==> src/core/tcff_pkg.sv <==
/*
 * constants for the trigger configuration and feature fault flag bank:
 * offsets, field positions, reset values and range limits.
 * assumes msb-first bit numbering: printed bit n is vector index 31-n.
 */
package tcff_pkg;

   // ********************************************************
   // register offsets
   // ********************************************************
   localparam logic [11:0] FAULT_HI_OFS    = 12'h640;
   localparam logic [11:0] TRIG_CFG_OFS    = 12'h830;

   // ********************************************************
   // trigger configuration fields (vector indices)
   // ********************************************************
   localparam int          TRG_PRESENT_POS = 31;
   localparam int          TRG_ABS_POS     = 30;
   localparam int          TRG_ONOFF_POS   = 25;
   localparam int          TRG_POL_POS     = 24;
   localparam int          TRG_SRC_HI      = 23;
   localparam int          TRG_SRC_LO      = 21;
   localparam int          TRG_SCH_HI      = 19;
   localparam int          TRG_SCH_LO      = 16;

   localparam logic        TRG_PRESENT_VAL = 1'b1;
   localparam logic        TRG_ABS_VAL     = 1'b0;
   localparam logic        TRG_ONOFF_VAL   = 1'b1;
   localparam logic        TRG_POL_RST     = 1'b1;
   localparam logic [2:0]  TRG_SRC_RST     = 3'h0;
   localparam logic [3:0]  TRG_SCH_RST     = 4'h1;

   localparam logic [2:0]  SRC_PORT_MAX    = 3'h3;
   localparam logic [2:0]  SRC_SOFTWARE    = 3'h7;
   localparam logic [3:0]  SCHEME_PROG     = 4'h0;
   localparam logic [3:0]  SCHEME_LEVEL    = 4'h1;

   // ********************************************************
   // fault flag fields (vector indices)
   // ********************************************************
   localparam int          FLT_BRIGHT_POS  = 31;
   localparam int          FLT_SHUT_POS    = 24;
   localparam int          FLT_GAIN_POS    = 23;
   localparam int          FLT_TRIG_POS    = 19;
   localparam logic        FLT_RST         = 1'b0;

   // ********************************************************
   // feature value ranges (12-bit value fields)
   // ********************************************************
   localparam logic [11:0] SHUT_MIN        = 12'h001;
   localparam logic [11:0] SHUT_MAX        = 12'hfff;
   localparam logic [11:0] GAIN_MAX_8BIT   = 12'h2e4;
   localparam logic [11:0] GAIN_MAX_16BIT  = 12'h07d;
   localparam logic [11:0] BRIGHT_MIN_DEF  = 12'h000;
   localparam logic [11:0] BRIGHT_MAX_DEF  = 12'hfff;

endpackage

==> src/core/tcff_eval_if.sv <==
/*
 * carrier between the register bank and its fault evaluator.
 * assumes both ends run on the same clock.
 */
`timescale 1ns/100ps
interface tcff_eval_if;
   logic        bright_wr;
   logic [11:0] bright_val;
   logic        shut_wr;
   logic [11:0] shut_val;
   logic        gain_wr;
   logic [11:0] gain_val;
   logic        depth16;
   logic        trig_wr;
   logic [2:0]  trig_src;
   logic [3:0]  trig_scheme;
   logic        bright_flag;
   logic        shut_flag;
   logic        gain_flag;
   logic        trig_flag;

   modport bank (output bright_wr, bright_val, shut_wr, shut_val, gain_wr, gain_val,
                 depth16, trig_wr, trig_src, trig_scheme,
                 input  bright_flag, shut_flag, gain_flag, trig_flag);
   modport eval (input  bright_wr, bright_val, shut_wr, shut_val, gain_wr, gain_val,
                 depth16, trig_wr, trig_src, trig_scheme,
                 output bright_flag, shut_flag, gain_flag, trig_flag);
endinterface

==> src/core/tcff_top.sv <==
/*
 * trigger configuration register and feature fault flag register, with
 * trigger source selection and polarity handling.
 * assumes a simple single-cycle register port from the serial bus link
 * layer and feature value write strobes from the feature register bank.
 */
// What this block does
// - trigger register bit 0 reads 1, read-only: trigger control present.
// - trigger register bit 1 reads 0, read-only: no absolute control.
// - trigger register bit 6 reads 1; writes to it do nothing.
// - bit 7 picks hardware trigger polarity, 0 low, 1 high; resets to 1.
// - bits 8-10 pick source: ports 0-3 or code 7 software; resets 0.
// - bits 12-15 pick scheme: 0 programmable, 1 level; resets to 1.
// - external source allows schemes 0 and 1; software source only 0.
// - fault bit is 1 when its feature setting is in error.
// - fault bit is recomputed whenever its feature register is written.
// - fault set when setting is below minimum or above maximum.
// - out-of-range settings are still used for capture, not clamped.
// - fault bit 0 is the read-only brightness flag.
// - fault bit 7 is the read-only shutter flag.
// - fault bit 8 is the read-only gain flag.
// - fault bit 12 is the read-only trigger configuration flag.
// - bit 0 is the most significant bit of each word.
// - shutter valid from 1 to 4095, else shutter flag set.
// - gain valid 0-740 at 8-bit, 0-125 at 16-bit, else flagged.
`timescale 1ns/100ps
module tcff_top
   import tcff_pkg::*;
#(
   parameter logic [11:0] BRIGHT_MIN = BRIGHT_MIN_DEF,
   parameter logic [11:0] BRIGHT_MAX = BRIGHT_MAX_DEF
)
(
   // clock and reset
   input  wire logic        MCLK,
   input  wire logic        RESET_N,
   // register port
   input  wire logic [11:0] REG_ADDR,
   input  wire logic        REG_WR,
   input  wire logic [31:0] REG_WDATA,
   input  wire logic        REG_RD,
   output logic      [31:0] REG_RDATA,
   output logic             REG_RVALID,
   // feature value writes
   input  wire logic        BRIGHT_WR,
   input  wire logic [11:0] BRIGHT_VALUE,
   input  wire logic        SHUT_WR,
   input  wire logic [11:0] SHUT_VALUE,
   input  wire logic        GAIN_WR,
   input  wire logic [11:0] GAIN_VALUE,
   input  wire logic        PIXEL_DEPTH16,
   // trigger inputs
   input  wire logic [3:0]  TRIG_PIN,
   input  wire logic        SW_TRIGGER,
   // trigger outputs
   output logic             TRIG_ACTIVE,
   output logic             TRIG_START,
   output logic      [3:0]  EXPOSURE_SCHEME
);

   tcff_eval_if ev ();

   logic        pol_ff;
   logic [2:0]  src_ff;
   logic [3:0]  sch_ff;
   logic [3:0]  pin_meta_ff;
   logic [3:0]  pin_sync_ff;
   logic        act_ff;
   logic        start_ff;
   logic [31:0] rdata_ff;
   logic        rvalid_ff;
   logic        trig_sel;
   logic        trig_wr;
   logic        nxt_act;
   logic [31:0] trig_word;
   logic [31:0] fault_word;
   logic [31:0] nxt_rdata;
   logic        hit_trig;
   logic        hit_fault;

   // ********************************************************
   // address decode
   // ********************************************************
   assign hit_trig  = REG_ADDR == TRIG_CFG_OFS;
   assign hit_fault = REG_ADDR == FAULT_HI_OFS;
   assign trig_wr   = REG_WR && hit_trig;

   // ********************************************************
   // trigger configuration register
   // ********************************************************
   // only polarity, source and scheme store; fixed and reserved bits ignore writes
   always_ff @(posedge MCLK or negedge RESET_N)
   begin
      if (!RESET_N)
      begin
         pol_ff <= TRG_POL_RST;
         src_ff <= TRG_SRC_RST;
         sch_ff <= TRG_SCH_RST;
      end
      else if (trig_wr)
      begin
         pol_ff <= REG_WDATA[TRG_POL_POS];
         src_ff <= REG_WDATA[TRG_SRC_HI:TRG_SRC_LO];
         sch_ff <= REG_WDATA[TRG_SCH_HI:TRG_SCH_LO];
      end
   end

   // bit 11 and bits 20-31 read zero; software must not rely on them
   always_comb
   begin
      trig_word                           = 32'h0000_0000;
      trig_word[TRG_PRESENT_POS]          = TRG_PRESENT_VAL;
      trig_word[TRG_ABS_POS]              = TRG_ABS_VAL;
      trig_word[TRG_ONOFF_POS]            = TRG_ONOFF_VAL;
      trig_word[TRG_POL_POS]              = pol_ff;
      trig_word[TRG_SRC_HI:TRG_SRC_LO]    = src_ff;
      trig_word[TRG_SCH_HI:TRG_SCH_LO]    = sch_ff;
   end

   // ********************************************************
   // fault flag register
   // ********************************************************
   always_comb
   begin
      fault_word                 = 32'h0000_0000;
      fault_word[FLT_BRIGHT_POS] = ev.bright_flag;
      fault_word[FLT_SHUT_POS]   = ev.shut_flag;
      fault_word[FLT_GAIN_POS]   = ev.gain_flag;
      fault_word[FLT_TRIG_POS]   = ev.trig_flag;
   end

   assign ev.bright_wr   = BRIGHT_WR;
   assign ev.bright_val  = BRIGHT_VALUE;
   assign ev.shut_wr     = SHUT_WR;
   assign ev.shut_val    = SHUT_VALUE;
   assign ev.gain_wr     = GAIN_WR;
   assign ev.gain_val    = GAIN_VALUE;
   assign ev.depth16     = PIXEL_DEPTH16;
   // fault sees the value being written, so it settles with the register
   assign ev.trig_wr     = trig_wr;
   assign ev.trig_src    = REG_WDATA[TRG_SRC_HI:TRG_SRC_LO];
   assign ev.trig_scheme = REG_WDATA[TRG_SCH_HI:TRG_SCH_LO];

   tcff_fault_eval #(
      .BRIGHT_MIN (BRIGHT_MIN),
      .BRIGHT_MAX (BRIGHT_MAX)
   ) u_eval (
      .MCLK    (MCLK),
      .RESET_N (RESET_N),
      .ev      (ev.eval)
   );

   // ********************************************************
   // read path
   // ********************************************************
   // unmapped offsets read zero
   assign nxt_rdata = hit_trig  ? trig_word :
                      hit_fault ? fault_word : 32'h0000_0000;

   always_ff @(posedge MCLK or negedge RESET_N)
   begin
      if (!RESET_N)
      begin
         rdata_ff  <= 32'h0000_0000;
         rvalid_ff <= 1'b0;
      end
      else
      begin
         rvalid_ff <= REG_RD;
         if (REG_RD) rdata_ff <= nxt_rdata;
      end
   end

   // ********************************************************
   // trigger selection
   // ********************************************************
   always_ff @(posedge MCLK or negedge RESET_N)
   begin
      if (!RESET_N)
      begin
         pin_meta_ff <= 4'h0;
         pin_sync_ff <= 4'h0;
      end
      else
      begin
         pin_meta_ff <= TRIG_PIN;
         pin_sync_ff <= pin_meta_ff;
      end
   end

   // reserved codes 4-6 select nothing; a bad scheme is still passed on
   assign trig_sel = (src_ff <= SRC_PORT_MAX) ? pin_sync_ff[src_ff[1:0]] : 1'b0;
   assign nxt_act  = (src_ff == SRC_SOFTWARE) ? SW_TRIGGER :
                     (src_ff <= SRC_PORT_MAX) ? (pol_ff ? trig_sel : ~trig_sel)
                                              : 1'b0;

   always_ff @(posedge MCLK or negedge RESET_N)
   begin
      if (!RESET_N)
      begin
         act_ff   <= 1'b0;
         start_ff <= 1'b0;
      end
      else
      begin
         act_ff   <= nxt_act;
         start_ff <= nxt_act && !act_ff;
      end
   end

   assign REG_RDATA       = rdata_ff;
   assign REG_RVALID      = rvalid_ff;
   assign TRIG_ACTIVE     = act_ff;
   assign TRIG_START      = start_ff;
   assign EXPOSURE_SCHEME = sch_ff;

endmodule

==> src/core/tcff_fault_eval.sv <==
/*
 * fault evaluator: one sticky-by-write flag per feature, recomputed on
 * every write of that feature's control value.
 * assumes write strobes are single-cycle and on the same clock.
 */
`timescale 1ns/100ps
module tcff_fault_eval
   import tcff_pkg::*;
#(
   parameter logic [11:0] BRIGHT_MIN = BRIGHT_MIN_DEF,
   parameter logic [11:0] BRIGHT_MAX = BRIGHT_MAX_DEF
)
(
   // clock and reset
   input  wire logic   MCLK,
   input  wire logic   RESET_N,
   // evaluator side of the carrier
   tcff_eval_if.eval   ev
);

   logic        bright_ff;
   logic        shut_ff;
   logic        gain_ff;
   logic        trig_ff;
   logic [11:0] gain_max;
   logic        bright_bad;
   logic        shut_bad;
   logic        gain_bad;
   logic        trig_bad;

   // ********************************************************
   // range checks
   // ********************************************************
   // the value is only flagged, never clamped: capture keeps using it
   assign bright_bad = (ev.bright_val < BRIGHT_MIN) || (ev.bright_val > BRIGHT_MAX);
   assign shut_bad   = (ev.shut_val < SHUT_MIN) || (ev.shut_val > SHUT_MAX);
   assign gain_max   = ev.depth16 ? GAIN_MAX_16BIT : GAIN_MAX_8BIT;
   assign gain_bad   = ev.gain_val > gain_max;
   // reserved source codes, unknown schemes and level scheme on software source
   assign trig_bad   = ((ev.trig_src > SRC_PORT_MAX) && (ev.trig_src != SRC_SOFTWARE))
                       || (ev.trig_scheme > SCHEME_LEVEL)
                       || ((ev.trig_src == SRC_SOFTWARE)
                           && (ev.trig_scheme != SCHEME_PROG));

   // ********************************************************
   // flags, updated only when their register is written
   // ********************************************************
   always_ff @(posedge MCLK or negedge RESET_N)
   begin
      if (!RESET_N)
      begin
         bright_ff <= FLT_RST;
         shut_ff   <= FLT_RST;
         gain_ff   <= FLT_RST;
         trig_ff   <= FLT_RST;
      end
      else
      begin
         if (ev.bright_wr) bright_ff <= bright_bad;
         if (ev.shut_wr)   shut_ff   <= shut_bad;
         if (ev.gain_wr)   gain_ff   <= gain_bad;
         if (ev.trig_wr)   trig_ff   <= trig_bad;
      end
   end

   assign ev.bright_flag = bright_ff;
   assign ev.shut_flag   = shut_ff;
   assign ev.gain_flag   = gain_ff;
   assign ev.trig_flag   = trig_ff;

endmodule

==> config.mk <==
export PLATFORM = sky130hd
export DESIGN_NAME = tcff_top
export DESIGN_NICKNAME = d
export VERILOG_FILES = /design/src/core/tcff_pkg.sv /design/src/core/tcff_eval_if.sv /design/src/core/tcff_top.sv /design/src/core/tcff_fault_eval.sv
export SDC_FILE = /design/constraint.sdc
export NUM_CORES = 1
export LEC_CHECK = 0
export BUFFER_PORTS_ARGS = -buffer_cell sky130_fd_sc_hd__buf_4
export CORE_MARGIN = 3
export CORE_UTILIZATION = 42
export DETAILED_ROUTE_END_ITERATION = 7
export GPL_TIMING_DRIVEN = 0
export PLACE_DENSITY = 0.91
export SYNTH_ARGS = -nofsm -noshare
export SYNTH_HDL_FRONTEND = slang
export SYNTH_SLANG_ARGS = --single-unit
==> constraint.sdc <==
create_clock -name MCLK -period 2.3 [get_ports MCLK]
set_input_delay 0.345 -clock MCLK [delete_from_list [all_inputs] [get_ports MCLK]]
set_output_delay 0.345 -clock MCLK [all_outputs]
set_load 0.005 [all_outputs]
==> results of run 1 <==
## sequential cells by signal, summed over array words and instances (netlist names), 3 cells and up
signal	flops
src_ff	3
pin_meta_ff	4
REG_RDATA	10
EXPOSURE_SCHEME	4
pin_sync_ff	4
## path summary, 6_finish.rpt
check,slack [ns],from,endpoint,cells after the start
max,0.58,REG_ADDR[8],REG_RDATA[23],4
min,-0.009,RESET_N,REG_RDATA[16],1
max reg2reg,0.99,src_ff[0],TRIG_START,4
min reg2reg,0.35,pin_meta_ff[0],pin_sync_ff[0],0
max in group asynchronous,1.97,RESET_N,pol_ff,1
min in group MCLK,0.17,TRIG_PIN[1],pin_meta_ff[1],1
## layout make-up
type	instances	area [sq um]
inverter	5	18.8
tap	46	57.6
sequential	33	828
fill	296	1090
buffer	23	176
timing repair buffer	73	548
multi-input combinational	92	661
clock buffer	7	86.3
clock inverter	1	30.0
## cells by family after synthesis
group                    count (synthesis)  share of synthesized area
AND/OR/NAND/NOR                         34                      0.143
AO/OA/AOI/OAI                           18                     0.0896
multiplexers                            11                     0.0779
buffers and inverters                   28                      0.122
XOR/XNOR                                 2                     0.0109
flip-flops                              33                      0.516
other                                    1                    0.00234
adder cells (fa/ha/maj)                  5                     0.0390
## cell usage in the layout, fill, tap and decap left out, drive strengths merged
cell,instances
clkbuf,7
mux2i,2
buf,96
nand4b,2
nor2,2
nand4,2
a221oi,1
a31oi,1
nor3,2
and3,1
mux2,9
xor2,1
a211oi,1
or2,2
a221o,4
and2,1
nand3,3
dfstp,2
o21ai,2
or4b,1
ha,5
xnor2,1
o21bai,1
dfrtp,31
nor4,5
nand3b,1
or4,1
bufinv,1
nand2,5
conb,22
or3,1
a21oi,1
inv,5
a22o,5
a21o,2
nor2b,4
nor4b,1
## routing by layer
metal	vias to the layer above	share of wire
met5	-	0
met4	0	0.0057
met3	4	0.10
met2	57	0.52
met1	600	0.37
li1	636	-
## metrics by stage
| step | hold slack [ns] | utilization | power, mW | instance area (sq um) | std cells |
|---|---|---|---|---|---|
| final | -0.00899 | 0.689 | 1.31 | 2410 | 280 |
| after detailed placement | 0.302 | 0.655 | 0.771 | 2290 | 272 |
| after global placement | 0.301 | 0.655 | 0.768 | 2290 | 272 |
| after CTS | 0.00155 | 0.689 | 1.32 | 2410 | 280 |
| after floorplan | 0.0494 | - | 0.671 | 1680 | 153 |
| after global routing | 0.0277 | 0.689 | 1.37 | 2410 | 280 |
## power breakdown
group	total, mW	internal (mW)	switching [mW]
combinational	0.164	0.103	0.0608
sequential	0.596	0.592	0.00377
clock	0.548	0.353	0.195
total	1.31	1.05	0.260
==> flow_metrics.py, run 1 <==
metrics = {
    "outcome": {
        "status": "finished, violations left",
        "violations": "hold timing",
    },
    "global_route": {
        "grt_use_met3": 0.0509,
        "grt_max_degree": 34,
        "grt_pass1_vias": 1209,
        "grt_use_met1": 0.164,
        "grt.total_usage": 0.151,
        "antenna_found_initial": 0,
        "top_usage_layer": "met2",
        "met2_usage": 0.281,
        "grt_overflow": 0,
        "grt_pass1_wl_mm": 5.18,
    },
    "final_layout": {
        "n_antenna_cell": 0,
        "layout-drive-gt1-share": 0.513,
        "syn2layout_area_growth_pct": 49.9,
        "final_net_count": 331,
    },
    "floorplanning": {
        "die_h_um": 67.8,
        "coreArea_sq_mm": 0.00349,
        "die_w_um": 67.8,
        "initial_core_util": 0.459,
        "num_rows": 21,
        "dieArea_sq_mm": 0.00460,
        "ioPinCount": 132,
    },
    "routing": {
        "wire_per_inst_um": 11.8,
        "drtIter0Drc": 40,
        "drc": 0,
        "drt-pass1-iter-count": 2,
        "route.vias.total": 1297,
        "ant_nets": 0,
        "wirelength_mm": 3.31,
        "via_per_inst": 4.63,
    },
    "clock_network": {
        "hold_buffers": 0,
        "cts_buffers": 5,
        "clock-sinks": 33,
        "h-tree-depth": 2,
        "root_buffer": "clkbuf_8",
        "clk_pin_slew_ns": 0.07,
        "cts_buffer_depth": 2,
        "cts_resized": 0,
        "post-cts-setup-buffers": 0,
        "cts_tree": "yes",
        "clkLatencyLatePin_ns": 0.28,
    },
    "synth": {
        "syn_inst": 132,
        "syn_area_per_cell_sq_um": 12.2,
        "synth_common_cells": "dfrtp_1, buf_4, mux2_2",
        "synth_area_leaders": "dfrtp_1, buf_4, mux2_2",
        "synth_top_area_share": 0.483,
        "seq_area_frac_synth": 0.516,
        "ys_warn_count": 0,
        "ys_async_sr_fraction": 1.00,
        "yosysMostFrequentCell": "dfrtp_1",
        "synth-main-ff-cell": "dfrtp_1",
        "synth_top_area_cell": "dfrtp_1",
        "ys_seq_elements": 33,
        "syn-cell-area_sq_mm": 0.00161,
        "synth_cell_types": 39,
        "synth_edf_count": 0,
    },
    "worst_setup_path": {
        "path_delay_family": "simple AND/OR/NAND/NOR gates",
        "end_kind": "flip-flop",
        "startpoint_type": "input pin",
        "max_stage_delay_ns": 0.66,
        "slowest_stage": "nor4_1",
        "worstPathRequired_ns": 2.50,
        "worstPathCellList": "buf_4 > or4_4 > nor4_1 > a221o_1",
        "cp.arrival_ns": 1.92,
        "path_buf_inv": 1,
        "crit_type": "input pin to flip-flop",
        "critPathMaxFanout": 4,
    },
    "pwr": {
        "power_density_mw_per_mm2": 544,
        "leakage_nw": 1.31,
        "ir_drop_mv": 0.461,
    },
    "flow_run": {
        "maxCapViolCount": 0,
    },
    "sta": {
        "post-route-period-util": 0.747,
        "fin_ws_ns": 0.581,
        "setup_tns_ns": 0,
        "rsz0062_at_grt": "no",
        "hold_ws_ns": -0.00899,
        "finalHoldViolations": 5,
        "setup_violations": 0,
        "drv_slew": 0,
        "fin_skew_ns": 0.00918,
        "max_freq_ghz": 0.582,
        "relSlewSlack": 0.515,
        "period_minus_slack_ns": 1.72,
        "worst_slew_pin_slew_ns": 0.721,
    },
    "placement": {
        "place_hpwl_mm": 2.80,
        "dp_slack_ns": 0.320,
        "io_buffer_count": 73,
        "finalWeightedCongestion": 0.705,
    },
    "worst_hold_path": {
        "hold_class": "input pin to async pin",
    },
}
Power figures use the tool's default switching activity.
==> run 2: changes to the inputs <==
--- a/config.mk
+++ b/config.mk
@@ -7,10 +7,10 @@
 export LEC_CHECK = 0
 export BUFFER_PORTS_ARGS = -buffer_cell sky130_fd_sc_hd__buf_4
 export CORE_MARGIN = 3
-export CORE_UTILIZATION = 42
+export CORE_UTILIZATION = 39
 export DETAILED_ROUTE_END_ITERATION = 7
 export GPL_TIMING_DRIVEN = 0
-export PLACE_DENSITY = 0.91
+export PLACE_DENSITY = 0.86
 export SYNTH_ARGS = -nofsm -noshare
 export SYNTH_HDL_FRONTEND = slang
 export SYNTH_SLANG_ARGS = --single-unit
==> constraint.sdc (replaced) <==
create_clock -name MCLK -period 1.6 [get_ports MCLK]
set_input_delay 0.24 -clock MCLK [delete_from_list [all_inputs] [get_ports MCLK]]
set_output_delay 0.24 -clock MCLK [all_outputs]
set_load 0.005 [all_outputs]
==> flow_metrics.py, run 2 (synthesis results as in run 1) <==
metrics = {
    "worst_setup_path": {
        "max_stage_delay_ns": 0.55,
        "r2r_slack_ns": 0.30,
        "worstPathRequired_ns": 1.77,
        "crit_type": "input pin to flip-flop",
        "r2r-end": "TRIG_START",
        "ff2ff_path_depth": 4,
        "rr_startpoint": "src_ff[0]",
        "end_kind": "flip-flop",
        "slowest_stage": "or4_4",
        "worstPathCellList": "buf_4 > or4_4 > nor4_4 > nand2_4 > mux2_2",
        "critPathMaxFanout": 9,
        "cp.arrival_ns": 1.65,
        "startpoint_type": "input pin",
    },
    "final_layout": {
        "n_antenna_cell": 0,
        "final_util": 0.638,
        "final_common_cell": "buf_4",
        "postLayoutCellArea_sq_mm": 0.00242,
        "largest_register_ffs": 10,
        "stdcell_count": 283,
        "final_net_count": 332,
        "layout-drive-gt1-share": 0.515,
        "fillCellCount": 320,
        "syn2layout_area_growth_pct": 51.1,
        "final_cell_mix": "buf_4, dfrtp_1, conb_1",
    },
    "sta": {
        "rsz0062_at_grt": "no",
        "max_freq_ghz": 0.673,
        "setup_violations": 0,
        "fin_skew_ns": 0.00722,
        "finalHoldViolations": 0,
        "setup_tns_ns": 0,
        "drv_slew": 0,
        "period_minus_slack_ns": 1.48,
        "post-route-period-util": 0.928,
    },
    "placement": {
        "io_buffer_count": 73,
        "finalWeightedCongestion": 0.708,
        "dpl_cell_area_sq_mm": 0.00229,
        "dpl.cell_count": 274,
        "place_hpwl_mm": 2.95,
    },
    "routing": {
        "drt-pass1-iter-count": 4,
        "route.vias.total": 1308,
        "drc": 0,
        "via_per_inst": 4.62,
        "drtIter0Drc": 49,
        "wire_per_inst_um": 12.5,
        "wirelength_mm": 3.55,
        "ant_nets": 0,
    },
    "clock_network": {
        "clk_pin_slew_ns": 0.07,
        "cts_buffer_depth": 2,
        "h-tree-depth": 2,
        "cts_tree": "yes",
        "clock-sinks": 33,
        "root_buffer": "clkbuf_8",
        "cts_buffers": 5,
        "clkLatencyLatePin_ns": 0.28,
        "post-cts-setup-buffers": 0,
    },
    "pwr": {
        "finalPower_mw": 1.90,
        "power_density_mw_per_mm2": 782,
        "ir_drop_mv": 0.803,
        "leakage_nw": 1.31,
    },
    "global_route": {
        "grt_pass1_vias": 1336,
        "grt_max_degree": 34,
        "grt_use_met1": 0.158,
        "grt_overflow": 0,
        "antenna_found_initial": 0,
        "grt_use_met3": 0.0662,
        "top_usage_layer": "met2",
        "met2_usage": 0.272,
        "grt.total_usage": 0.151,
        "grt_pass1_wl_mm": 5.83,
    },
    "floorplanning": {
        "initial_core_util": 0.423,
        "coreArea_sq_mm": 0.00380,
        "die_h_um": 70.2,
        "ioPinCount": 132,
        "die_w_um": 70.2,
        "dieArea_sq_mm": 0.00492,
        "num_rows": 22,
    },
    "flow_run": {
        "maxCapViolCount": 0,
    },
    "worst_hold_path": {
        "hold_class": "input pin to flip-flop",
        "hold_start": "TRIG_PIN[0]",
        "hold-path-endpoint": "pin_meta_ff[0]",
        "hold_depth": 1,
    },
    "outcome": {
        "status": "finished clean",
    },
}
[run 2: cell types whose count changed in the layout (fill, tap and decap cells not counted), sizes merged]
cell,change
dlygate4sd3,+1
[run 2: worst max path at each step]
stage,depth (start not counted),endpoint,start
finish,5,src_ff[1],REG_ADDR[8]
detailed placement,4,REG_RDATA[31],REG_ADDR[8]
floorplan,4,EXPOSURE_SCHEME[1],REG_ADDR[8]
CTS,4,REG_RDATA[31],REG_ADDR[8]
global route,6,u_eval.ev.gain_flag,PIXEL_DEPTH16
global placement,4,REG_RDATA[24],REG_ADDR[8]
[run 2: worst max-delay path: cells and delay by family]
kind | cells | cell delay, ns
buffers and inverters | 1 | 0.11
and+or+nand+nor | 3 | 0.99
muxes | 1 | 0.30
[run 2: cell type report]
type	instances	area (sq um)	area share
Sequential cell	33	828	0.342
Multi-Input combinational cell	92	667	0.275
Timing Repair Buffer	74	558	0.230
Buffer	23	176	0.0728
Clock buffer	7	86.3	0.0356
Tap cell	48	60.1	0.0248
Clock inverter	1	30.0	0.0124
Inverter	5	18.8	0.00774
[run 2: stage by stage]
stage          setup slack [ns]  hold WS (ns)
6_report                  0.115        0.0631
4_1_cts                  0.0107        0.0551
5_1_grt                  0.0447        0.0449
3_3_place_gp             -0.286         0.195
2_1_floorplan            0.0214       -0.0556
3_5_place_dp             -0.289         0.198
[run 2: power by group]
part,switching [mW],internal (mW)
Sequential,0.00577,0.852
Combinational,0.0907,0.151
Clock,0.289,0.507
Total,0.386,1.51
[run 2: what timing repair did]
| action | in CTS | in global routing |
|---|---|---|
| hold buffers | 1 | 0 |
| setup endpoints to repair | 0 | 4 |
| hold endpoints to repair | 31 | 0 |
| resized for setup | 0 | 1 |
[run 2: routing by layer]
metal	share of wire	vias to the layer above
met4	0.011	0
li1	-	635
met5	0	-
met2	0.52	67
met3	0.096	4
met1	0.37	602
==> run 3: changes to the inputs <==
--- a/config.mk
+++ b/config.mk
@@ -6,6 +6,7 @@
 export NUM_CORES = 1
 export LEC_CHECK = 0
 export BUFFER_PORTS_ARGS = -buffer_cell sky130_fd_sc_hd__buf_4
+export CORE_ASPECT_RATIO = 1.1
 export CORE_MARGIN = 3
 export CORE_UTILIZATION = 39
 export DETAILED_ROUTE_END_ITERATION = 7
==> constraint.sdc (replaced) <==
create_clock -name MCLK -period 1.5 [get_ports MCLK]
set_input_delay 0.225 -clock MCLK [delete_from_list [all_inputs] [get_ports MCLK]]
set_output_delay 0.225 -clock MCLK [all_outputs]
set_load 0.005 [all_outputs]
==> flow_metrics.py, run 3 (synthesis results as in run 1) <==
metrics = {
    "final_layout": {
        "layout-drive-gt1-share": 0.519,
        "largest_register_ffs": 10,
        "fillCellCount": 320,
        "n_antenna_cell": 0,
        "final_cell_mix": "buf_4, dfrtp_1, conb_1",
        "syn2layout_area_growth_pct": 51.6,
        "final_common_cell": "buf_4",
        "postLayoutCellArea_sq_mm": 0.00243,
        "final_net_count": 332,
    },
    "worst_setup_path": {
        "slowest_stage": "or4_4",
        "cp.arrival_ns": 1.63,
        "worstPathRequired_ns": 1.67,
        "path_depth": 5,
        "cp-startpoint": "REG_ADDR[8]",
        "worstPathCellList": "buf_4 > or4_4 > nor4_4 > nand2_4 > mux2_2",
        "path_buf_inv": 1,
        "r2r-end": "TRIG_START",
        "rr_startpoint": "src_ff[0]",
        "end_kind": "flip-flop",
        "max_stage_delay_ns": 0.55,
        "ff2ff_path_depth": 4,
        "crit_type": "input pin to flip-flop",
        "path_delay_family": "simple AND/OR/NAND/NOR gates",
        "startpoint_type": "input pin",
        "critPathMaxFanout": 9,
        "endpoint": "src_ff[1]",
        "r2r_slack_ns": 0.19,
    },
    "floorplanning": {
        "num_rows": 23,
        "initial_core_util": 0.423,
        "coreArea_sq_mm": 0.00380,
        "dieArea_sq_mm": 0.00492,
        "ioPinCount": 132,
        "die_w_um": 67.2,
        "die_h_um": 73.3,
    },
    "worst_hold_path": {
        "hold_depth": 1,
        "hold_class": "input pin to flip-flop",
    },
    "global_route": {
        "grt_pass1_wl_mm": 5.31,
        "grt_max_degree": 34,
        "antenna_found_initial": 0,
        "grt.total_usage": 0.141,
        "grt_pass1_vias": 1283,
        "grt_overflow": 0,
    },
    "sta": {
        "fin_skew_ns": 0.00629,
        "fin_ws_ns": 0.0340,
        "post-route-period-util": 0.977,
        "rsz0062_at_grt": "yes",
        "drv_slew": 0,
        "max_freq_ghz": 0.682,
        "setup_violations": 0,
        "period_minus_slack_ns": 1.47,
        "finalHoldViolations": 0,
    },
    "clock_network": {
        "clkLatencyLatePin_ns": 0.28,
        "cts_buffer_depth": 2,
        "h-tree-depth": 2,
        "clock-sinks": 33,
        "post-cts-setup-buffers": 0,
        "root_buffer": "clkbuf_8",
        "cts_buffers": 5,
        "clk_pin_slew_ns": 0.06,
        "cts_tree": "yes",
    },
    "placement": {
        "place_hpwl_mm": 2.84,
        "finalWeightedCongestion": 0.688,
        "io_buffer_count": 73,
        "dp_slack_ns": -0.363,
        "dpl_cell_area_sq_mm": 0.00229,
    },
    "routing": {
        "drtIter0Drc": 69,
        "wire_per_inst_um": 12.0,
        "drt-pass1-iter-count": 4,
        "route.vias.total": 1309,
        "wirelength_mm": 3.41,
        "drc": 0,
        "ant_nets": 0,
        "via_per_inst": 4.59,
    },
    "pwr": {
        "leakage_nw": 1.31,
        "ir_drop_mv": 0.420,
        "power_density_mw_per_mm2": 824,
    },
    "outcome": {
        "status": "finished clean",
    },
    "flow_run": {
        "maxCapViolCount": 0,
    },
}
==> run 3: cell counts in the layout (fill, tap and decap cells not counted) <==
No cell type changed its count.
==> run 3: power breakdown <==
part           leakage (nW)  total, mW  switching [mW]  internal (mW)
sequential            0.425      0.915         0.00642          0.909
clock                0.0585      0.835           0.294          0.541
combinational         0.829      0.256          0.0953          0.161
total                  1.31       2.01           0.396           1.61
==> run 3: worst min path at each step <==
stage,start,to
final,TRIG_PIN[3],pin_meta_ff[3]
after global routing,TRIG_PIN[3],pin_meta_ff[3]
after CTS,TRIG_PIN[2],pin_meta_ff[2]
after detailed placement,RESET_N,TRIG_START
after global placement,RESET_N,REG_RDATA[22]
after floorplan,RESET_N,EXPOSURE_SCHEME[1]
==> run 3: cell type report <==
| type | instances | area, sq um | share of cell area |
|---|---|---|---|
| Sequential cell | 33 | 828 | 0.340 |
| Multi-Input combinational cell | 92 | 673 | 0.277 |
| Timing Repair Buffer | 74 | 558 | 0.229 |
| Buffer | 23 | 176 | 0.0725 |
| Clock buffer | 7 | 86.3 | 0.0355 |
| Tap cell | 50 | 62.6 | 0.0257 |
| Clock inverter | 1 | 30.0 | 0.0123 |
| Inverter | 5 | 18.8 | 0.00771 |
==> run 3: worst reg2reg max path, stage by stage, from the launching register on <==
cell and delay, ns:
dfrtp_1 0.43, mux2i_1 0.24, xnor2_1 0.08, or3_1 0.33, a31oi_1 0.16
==> run 3: metal layers <==
| layer | routed length [um] | vias to the layer above | GRT usage |
|---|---|---|---|
| met1 | 1230 | 611 | 0.147 |
| met2 | 1800 | 58 | 0.258 |
| li1 | - | 635 | - |
| met5 | 0 | - | 0 |
| met4 | 37 | 0 | 0.0473 |
| met3 | 346 | 5 | 0.0520 |
==> run 3: per-stage QoR <==
stage	setup TNS, ns	util	power [mW]	hold slack (ns)	cells
after floorplan	-0.682	-	1.03	-0.0706	153
after global placement	-4.74	0.604	1.18	0.180	276
after detailed placement	-4.82	0.604	1.18	0.182	276
after CTS	0	0.639	2.03	0.0427	285
after global routing	-0.00457	0.641	2.09	0.0381	285
final	0	0.641	2.01	0.0510	285
==> run 3: what timing repair did <==
action                                  CTS  global route
endpoints found under the setup margin    4             3
hold endpoints to repair                 31             0
hold buffers                              1             0
gates resized for setup                   1             1
